[config.mk]
export PLATFORM = sky130hd
export DESIGN_NAME = fbs_host
export DESIGN_NICKNAME = d
export VERILOG_FILES = /design/src/inc/fbs_pkg.sv /design/src/design/fbs_pin_sync.sv /design/src/design/fbs_host.sv
export SDC_FILE = /design/constraint.sdc
export NUM_CORES = 1
export LEC_CHECK = 0
export BUFFER_PORTS_ARGS = -buffer_cell sky130_fd_sc_hd__buf_2
export CAP_MARGIN = 25
export CELL_PAD_IN_SITES_DETAIL_PLACEMENT = 2
export CELL_PAD_IN_SITES_GLOBAL_PLACEMENT = 2
export CORE_MARGIN = 5
export CORE_UTILIZATION = 25
export CTS_BUF_LIST = sky130_fd_sc_hd__clkbuf_4 sky130_fd_sc_hd__clkbuf_8 sky130_fd_sc_hd__clkbuf_16
export CTS_CLUSTER_SIZE = 10
export DETAILED_ROUTE_END_ITERATION = 8
export GPL_ROUTABILITY_DRIVEN = 0
export PLACE_DENSITY = 0.64
export SLEW_MARGIN = 20
export SYNTH_ARGS = -nofsm -noshare
export SYNTH_HDL_FRONTEND = slang
export SYNTH_HIERARCHICAL = 1
export SYNTH_SLANG_ARGS = --single-unit
[constraint.sdc]
create_clock -name clk -period 4.25 [get_ports clk]
set_input_delay 0.2125 -clock clk [delete_from_list [all_inputs] [get_ports clk]]
set_output_delay 0.2125 -clock clk [all_outputs]
set_load 0.05 [all_outputs]
[src/inc/fbs_pkg.sv]
/*
 * Constants, command codes, step timing and types for the host-side flash
 * command sequencer.
 * Assumes a 25 MHz system clock and a byte-wide parallel NOR flash on the pins.
 */
`default_nettype none

package fbs_pkg;

    // =========================================================================
    // Bus widths and fixed command values
    localparam int ADDR_W = 20;
    localparam int DATA_W = 8;

    localparam logic [7:0] CMD_BYPASS_ENTER  = 8'h20;
    localparam logic [7:0] CMD_BYPASS_PROG   = 8'ha0;
    localparam logic [7:0] CMD_BYPASS_EXIT_A = 8'h90;
    localparam logic [7:0] CMD_BYPASS_EXIT_B = 8'h00;
    localparam logic [7:0] CMD_SECTOR_ERASE  = 8'h30;

    // Defaults for the values that stay open until build time.
    localparam logic [ADDR_W-1:0] DEF_UNLOCK_ADDR_A = 20'h00aa0;
    localparam logic [ADDR_W-1:0] DEF_UNLOCK_ADDR_B = 20'h00550;
    localparam logic [7:0]        DEF_UNLOCK_DATA_A = 8'hc3;
    localparam logic [7:0]        DEF_UNLOCK_DATA_B = 8'h3c;
    localparam logic [7:0]        DEF_ERASE_SETUP   = 8'h81;
    localparam logic [7:0]        DEF_CHIP_ERASE    = 8'h11;
    localparam logic [7:0]        DEF_RESET_CMD     = 8'hf1;

    // Status bit positions on the data pins.
    localparam int DONE_POLL_BIT  = 7;
    localparam int TIME_LIMIT_BIT = 5;

    // =========================================================================
    // Timing
    localparam int CLK_NS        = 40;
    localparam int T_WE_LOW_NS   = 35;
    localparam int T_WE_HIGH_NS  = 30;
    localparam int T_ACCESS_NS   = 70;
    localparam int T_WINDOW_NS   = 40000;
    localparam int SYNC_LAT      = 4;
    localparam int CNT_W         = 16;
    localparam int WE_LOW_CYC    = (T_WE_LOW_NS + CLK_NS - 1) / CLK_NS;
    localparam int WE_HIGH_CYC   = (T_WE_HIGH_NS + CLK_NS - 1) / CLK_NS;
    localparam int RD_HOLD_CYC   = (T_ACCESS_NS + CLK_NS - 1) / CLK_NS + SYNC_LAT;
    localparam int WINDOW_CYC    = T_WINDOW_NS / CLK_NS;

    // =========================================================================
    // Types
    typedef enum logic [2:0] {
        OP_BYP_ENTER = 3'h0,
        OP_BYP_PROG  = 3'h1,
        OP_BYP_EXIT  = 3'h2,
        OP_CHIP      = 3'h3,
        OP_SECT      = 3'h4,
        OP_SECT_ADD  = 3'h5,
        OP_RESET     = 3'h6
    } fbs_op_t;

    typedef enum logic [2:0] {
        ST_IDLE  = 3'h0,
        ST_WSET  = 3'h1,
        ST_WLOW  = 3'h3,
        ST_WHIGH = 3'h2,
        ST_WIN   = 3'h6,
        ST_RLOW  = 3'h7,
        ST_REVAL = 3'h5
    } fbs_state_t;

endpackage

`default_nettype wire

[src/design/fbs_pin_sync.sv]
/*
 * Three-stage synchroniser for pins that arrive from outside the clock domain.
 * Assumes the pin is quasi-static for a few cycles; a change is passed on only
 * once the second and third stages agree.
 */
`default_nettype none

module fbs_pin_sync #(
    parameter int W = 1
) (
    input  wire logic         clk,
    input  wire logic         nrst,
    input  wire logic [W-1:0] pinIn,
    output var  logic [W-1:0] syncOut
);

    logic [W-1:0] stage1_reg;
    logic [W-1:0] stage2_reg;
    logic [W-1:0] stage3_reg;

    always_ff @(posedge clk or negedge nrst)
    begin
        if (!nrst)
        begin
            stage1_reg <= '0;
            stage2_reg <= '0;
            stage3_reg <= '0;
            syncOut    <= '0;
        end
        else
        begin
            stage1_reg <= pinIn;
            stage2_reg <= stage1_reg;
            stage3_reg <= stage2_reg;
            for (int i = 0; i < W; i++)
            begin
                if (stage2_reg[i] == stage3_reg[i])
                begin
                    syncOut[i] <= stage3_reg[i];
                end
            end
        end
    end

endmodule

`default_nettype wire

[src/design/fbs_host.sv]
/*
 * Host-side command sequencer for a parallel NOR flash: unlock bypass entry,
 * bypass program and exit, chip erase and multi-sector erase with polling.
 * Assumes the flash pins are wired directly, the data bus resolved outside
 * from flashDoutEnN, and a user that waits for cmdReady before each order.
 */
`default_nettype none

module fbs_host
    import fbs_pkg::*;
#(
    parameter logic [ADDR_W-1:0] UNLOCK_ADDR_A = DEF_UNLOCK_ADDR_A,
    parameter logic [ADDR_W-1:0] UNLOCK_ADDR_B = DEF_UNLOCK_ADDR_B,
    parameter logic [7:0]        UNLOCK_DATA_A = DEF_UNLOCK_DATA_A,
    parameter logic [7:0]        UNLOCK_DATA_B = DEF_UNLOCK_DATA_B,
    parameter logic [7:0]        ERASE_SETUP   = DEF_ERASE_SETUP,
    parameter logic [7:0]        CHIP_ERASE    = DEF_CHIP_ERASE,
    parameter logic [7:0]        RESET_CMD     = DEF_RESET_CMD
) (
    input  wire logic              clk,
    input  wire logic              nrst,
    input  wire logic              cmdValid,
    input  wire logic [2:0]        cmdOp,
    input  wire logic [ADDR_W-1:0] cmdAddr,
    input  wire logic [DATA_W-1:0] cmdData,
    output var  logic              cmdReady,
    output var  logic              cmdReject,
    output var  logic              opDone,
    output var  logic              opFail,
    output var  logic              inBypass,
    output var  logic              flashReady,
    output var  logic [ADDR_W-1:0] flashAddr,
    output var  logic [DATA_W-1:0] flashDout,
    output var  logic              flashDoutEnN,
    input  wire logic [DATA_W-1:0] flashDin,
    output var  logic              flashCeN,
    output var  logic              flashWeN,
    output var  logic              flashOeN,
    input  wire logic              readyBusyIn
);

    // =========================================================================
    // Pin synchronisers
    logic [DATA_W-1:0] dqSync;
    logic              rbSync;
    fbs_pin_sync #(.W(DATA_W)) uDqSync (
        .clk     (clk),
        .nrst    (nrst),
        .pinIn   (flashDin),
        .syncOut (dqSync)
    );
    fbs_pin_sync #(.W(1)) uRbSync (
        .clk     (clk),
        .nrst    (nrst),
        .pinIn   (readyBusyIn),
        .syncOut (rbSync)
    );

    // =========================================================================
    // Sequencer state
    fbs_state_t        state_reg;
    fbs_state_t        state_next;
    fbs_op_t           op_reg;
    logic [2:0]        step_reg;
    logic [CNT_W-1:0]  cnt_reg;
    logic [ADDR_W-1:0] addr_reg;
    logic [DATA_W-1:0] data_reg;
    logic [ADDR_W-1:0] stepAddr;
    logic [7:0]        stepData;
    logic              lastStep;
    logic              legal;
    logic              accept;
    logic              refuse;
    logic              pollMatch;
    logic              pollFail;
    logic              writesDone;
    fbs_state_t        afterWrites;

    // =========================================================================
    // Command legality
    // Anything but another sector would abort the queued erase.
    assign legal = (state_reg == ST_WIN) ? (cmdOp == OP_SECT_ADD)
                 : inBypass ? ((cmdOp == OP_BYP_PROG) || (cmdOp == OP_BYP_EXIT))
                 : ((cmdOp == OP_BYP_ENTER) || (cmdOp == OP_CHIP)
                    || (cmdOp == OP_SECT) || (cmdOp == OP_RESET));

    assign accept = cmdValid && cmdReady && legal;
    assign refuse = cmdValid && cmdReady && !legal;

    // =========================================================================
    // Write step table: address and data of each bus write per operation
    always_comb
    begin
        stepAddr = UNLOCK_ADDR_A;
        stepData = UNLOCK_DATA_A;
        lastStep = 1'b0;
        case (op_reg)
            OP_BYP_PROG:
            begin
                if (step_reg == 3'h0)
                    stepData = CMD_BYPASS_PROG;
                else
                begin
                    stepAddr = addr_reg;
                    stepData = data_reg;
                    lastStep = 1'b1;
                end
            end
            OP_BYP_EXIT:
            begin
                stepAddr = addr_reg;
                stepData = (step_reg == 3'h0) ? CMD_BYPASS_EXIT_A : CMD_BYPASS_EXIT_B;
                lastStep = (step_reg != 3'h0);
            end
            OP_SECT_ADD, OP_RESET:
            begin
                stepAddr = addr_reg;
                stepData = (op_reg == OP_RESET) ? RESET_CMD : CMD_SECTOR_ERASE;
                lastStep = 1'b1;
            end
            default:
            begin
                // Unlock pair, command, then for erases a second unlock pair.
                if (step_reg == 3'h1 || step_reg == 3'h4)
                begin
                    stepAddr = UNLOCK_ADDR_B;
                    stepData = UNLOCK_DATA_B;
                end
                else if (step_reg == 3'h2)
                begin
                    stepData = (op_reg == OP_BYP_ENTER) ? CMD_BYPASS_ENTER : ERASE_SETUP;
                    lastStep = (op_reg == OP_BYP_ENTER);
                end
                else if (step_reg == 3'h5)
                begin
                    if (op_reg == OP_SECT)
                    begin
                        stepAddr = addr_reg;
                        stepData = CMD_SECTOR_ERASE;
                    end
                    else
                        stepData = CHIP_ERASE;
                    lastStep = 1'b1;
                end
            end
        endcase
    end

    // =========================================================================
    // Next state
    assign pollMatch  = dqSync[DONE_POLL_BIT] == ((op_reg == OP_BYP_PROG) ? data_reg[7] : 1'b1);
    assign pollFail   = dqSync[TIME_LIMIT_BIT];
    assign writesDone = (state_reg == ST_WHIGH) && (cnt_reg == '0) && lastStep;

    assign afterWrites = (op_reg == OP_SECT || op_reg == OP_SECT_ADD) ? ST_WIN
                       : (op_reg == OP_CHIP || op_reg == OP_BYP_PROG) ? ST_RLOW : ST_IDLE;

    always_comb
    begin
        state_next = state_reg;
        case (state_reg)
            ST_IDLE:
                if (accept)
                    state_next = ST_WSET;
            ST_WSET:
                state_next = ST_WLOW;
            ST_WLOW:
                if (cnt_reg == '0)
                    state_next = ST_WHIGH;
            ST_WHIGH:
                if (cnt_reg == '0)
                    state_next = lastStep ? afterWrites : ST_WSET;
            ST_WIN:
                if (accept)
                    state_next = ST_WSET;
                else if (cnt_reg == '0)
                    state_next = ST_RLOW;
            ST_RLOW:
                if (cnt_reg == '0)
                    state_next = ST_REVAL;
            ST_REVAL:
                if (pollMatch)
                    state_next = ST_IDLE;
                else if (pollFail)
                    state_next = ST_WSET;
                else
                    state_next = ST_RLOW;
            default:
                state_next = ST_IDLE;
        endcase
    end

    // =========================================================================
    // Sequencer registers and pins
    always_ff @(posedge clk or negedge nrst)
    begin
        if (!nrst)
        begin
            state_reg    <= ST_IDLE;
            op_reg       <= OP_RESET;
            step_reg     <= 3'h0;
            cnt_reg      <= '0;
            addr_reg     <= '0;
            data_reg     <= '0;
            flashAddr    <= '0;
            flashDout    <= '0;
            flashDoutEnN <= 1'b1;
            flashCeN     <= 1'b1;
            flashWeN     <= 1'b1;
            flashOeN     <= 1'b1;
        end
        else
        begin
            state_reg <= state_next;
            if (accept)
            begin
                op_reg   <= fbs_op_t'(cmdOp);
                step_reg <= 3'h0;
                addr_reg <= cmdAddr;
                data_reg <= cmdData;
            end
            else if (state_reg == ST_REVAL && !pollMatch && pollFail)
            begin
                op_reg   <= OP_RESET;
                step_reg <= 3'h0;
            end
            else if (state_reg == ST_WHIGH && cnt_reg == '0 && !lastStep)
                step_reg <= step_reg + 3'h1;
            // Timers load on state entry; entering the window again after
            // each added sector restarts the time-out.
            if (state_next != state_reg || (state_reg == ST_REVAL))
            begin
                case (state_next)
                    ST_WLOW:  cnt_reg <= CNT_W'(WE_LOW_CYC - 1);
                    ST_WHIGH: cnt_reg <= CNT_W'(WE_HIGH_CYC - 1);
                    ST_RLOW:  cnt_reg <= CNT_W'(RD_HOLD_CYC - 1);
                    ST_WIN:   cnt_reg <= CNT_W'(WINDOW_CYC - 1);
                    default:  cnt_reg <= '0;
                endcase
            end
            else if (cnt_reg != '0)
                cnt_reg <= cnt_reg - CNT_W'(1);
            if (state_reg == ST_WSET)
            begin
                flashAddr <= stepAddr;
                flashDout <= stepData;
            end
            else if (state_next == ST_RLOW && state_reg != ST_RLOW)
                flashAddr <= addr_reg;
            flashDoutEnN <= !(state_next == ST_WSET || state_next == ST_WLOW
                              || state_next == ST_WHIGH);
            flashCeN     <= !(state_next == ST_WSET || state_next == ST_WLOW
                              || state_next == ST_WHIGH || state_next == ST_RLOW);
            flashWeN     <= !(state_next == ST_WLOW);
            flashOeN     <= !(state_next == ST_RLOW);
        end
    end

    // =========================================================================
    // User-side status
    always_ff @(posedge clk or negedge nrst)
    begin
        if (!nrst)
        begin
            cmdReady   <= 1'b0;
            cmdReject  <= 1'b0;
            opDone     <= 1'b0;
            opFail     <= 1'b0;
            inBypass   <= 1'b0;
            flashReady <= 1'b0;
        end
        else
        begin
            flashReady <= rbSync;
            // The device refuses new orders while its algorithm runs.
            cmdReady   <= (state_next == ST_IDLE && rbSync) || state_next == ST_WIN;
            cmdReject  <= refuse;
            opDone     <= (state_reg == ST_REVAL && pollMatch)
                       || (writesDone && afterWrites == ST_IDLE);
            if (accept)
                opFail <= 1'b0;
            else if (state_reg == ST_REVAL && !pollMatch && pollFail)
                opFail <= 1'b1;
            if (writesDone && op_reg == OP_BYP_ENTER)
                inBypass <= 1'b1;
            else if (writesDone && (op_reg == OP_BYP_EXIT || op_reg == OP_RESET))
                inBypass <= 1'b0;
        end
    end

endmodule

`default_nettype wire

==> metrics.md <==
| Metric | Value |
|---|---|
| Die Span X | `~150 um` |
| CTS Buf Count | `9` |
| Setup CP Type | `reg2reg` |
| Fin Hold WS | `-0.0257 ns` |
| Gr usage total | `0.124` |
| ANT nets after route | `0` |
| GR peak layer | `met2` |
| Post-detail-place hpwl | `9940 um` |
| Slew HR | `0.424` |
| Min Tclk post-route | `about 3.1 ns` |
| Violated checks | `negative hold slack` |
| Initial detailed-routing violation count | `between 100 and 150` |
| Max Cap Viol | `0` |
| Worst hold path class | `in2async` |
| Crit. End Element | `register` |
| Syn_nets | `slightly above 500` |
| Height of the die | `152 um` |
| Die Area | `23,000 um^2` |
| RSZ-0062 raised after global routing | `no` |
| Synth Instances | `471` |
| Synth-to-Final Area Change | `19.0%` |
| Fmax | `approximately 320 MHz` |
| Setup violators final | `0` |
| Clk sinks | `103` |
| Longest Clk Path Bufs | `2` |
| Max Clock Skew | `between 0.007 and 0.008 ns` |
| I/O Buffers | `74` |
| Syn_area_per_cell | `10.7 um^2` |
| Post-route DRC | `0` |
| Final hold vios | `56` |
| Fin crit share | `0.735` |
| Global route overflow | `0` |
| Num ports | `81` |
| ANT cells | `0` |
| Most frequent cells in the layout | `97 x dfrtp_1, 73 x buf_2, 48 x nand2_1` |
| CTS clk-pin slew, worst paths | `about 0.06 ns` |
| Wire per inst | `between 15 and 20 um` |
| Vias | `3,728` |
| Max VDD drop | `around 270 uV` |
| Worst Setup Slack, final | `~1.1 ns` |
| Layout Utilization | `0.305` |
| Clk_lat worst skew | `0.35 ns` |
| Worst slew pin tran | `between 0.8 and 0.9 ns` |
| First-pass GRT wire length | `about 22,000 um` |
| CTS tree | `done` |
| Startpoint Class | `register` |
| Met2 usage | `0.215` |
| Initial antenna violation count | `0` |
| Vias in the first global route | `around 4,300` |
| Core ar. | `19,600 um^2` |
| Leak pwr | `between 0.002 and 0.003 uW` |
| Clock root cell | `clkbuf_16` |
| Most common cell after layout, fill and taps aside | `dfrtp_1` |
| Global routing usage on met3 | `0.0268` |
| Fraction of layout cells with a size suffix above 1 | `0.275` |
| GR Layer Usage met1 | `0.151` |
| Largest net degree at the start of global routing | `67` |
| Pins Over Slew Limit | `0` |
| Starting Density | `0.256` |
| Ys Warns | `6` |
| Outcome | `complete, but fails checks` |
| Power per standard cell area | `about 790 nW/um^2` |
| WL final | `13,600 um` |
| # Post-CTS Setup Buffers | `0` |
| Mapped Area | `roughly 5000 um^2` |
| Final Net Count | `~600` |
| Crit path DAT | `about 3.4 ns` |
| Pre-CTS WS | `around 1.1 ns` |
| Drt first pass iters | `4` |
| # rows | `between 50 and 60` |
| Setup TNS | `0 ns` |
| CP Max Fanout | `16` |
| H-tree depth | `3` |
| DR vias/cell | `4.58` |
| CP required | `about 4.5 ns` |
layout make-up:
class,count,area [um^2]
Fill cell,2184,13600
Sequential cell,103,2580
Multi-Input combinational cell,316,2200
Timing Repair Buffer,81,445
Tap cell,265,332
Clock buffer,10,239
Inverter,34,128
Clock inverter,5,43.8
power breakdown:
group          internal [uW]  total [uW]  leakage [uW]  switching, uW
Sequential              1370        1690       0.00127            322
Combinational            767        2240       0.00130           1470
Clock                    417         802      0.000133            386
Total                   2550        4730       0.00271           2180
through the flow:
step                      instances  instance area (um^2)  total power [uW]  hold slack, ns
after detailed placement        795                  5640              3990           0.323
after global routing            814                  5970              5090          0.0684
final                           814                  5970              4730         -0.0257
after CTS                       813                  5950              4830          0.0160
after global placement          795                  5640              3870           0.321
after floorplan                 471                  5020              3410         -0.0831
what timing repair did:
| item | in CTS | in global routing |
|---|---|---|
| hold endpoints to repair | 3 | 0 |
| gates resized for setup | 0 | 0 |
| hold buffers | 3 | 0 |
path summary, 6_finish.rpt:
path / depth (start not counted) / slack (ns) / end / start
setup / recovery: 9 / 1.13 / cnt_reg[0] / cnt_reg[0]
hold / removal: 1 / -0.03 / uRbSync/syncOut / nrst
setup reg to reg: 9 / 1.13 / cnt_reg[0] / cnt_reg[0]
hold reg to reg: 0 / 0.35 / uDqSync/stage2_reg[5] / uDqSync/stage1_reg[5]
max in group asynchronous: 2 / 3.21 / op_reg[2] / nrst
min in group clk: 2 / 0.09 / addr_reg[16] / cmdAddr[16]
worst max-delay path, stage by stage, from the launching register on:
cell and delay [ns]:
dfrtp_1 0.41, inv_1 0.07, ha_1 0.18, nor3b_2 0.35, and3_1 0.42, a31oi_2 0.19, nor4_2 0.45, or3_1 0.21
nand4_4 0.30, mux2_1 0.42
per-layer routing:
metal / wire (um) / vias to the layer above
li1: - / 1764
met1: 6030 / 1914
met2: 6980 / 40
met3: 404 / 10
met4: 200 / 0
met5: 0 / -
Note: power is estimated with default switching activity, not from simulation.
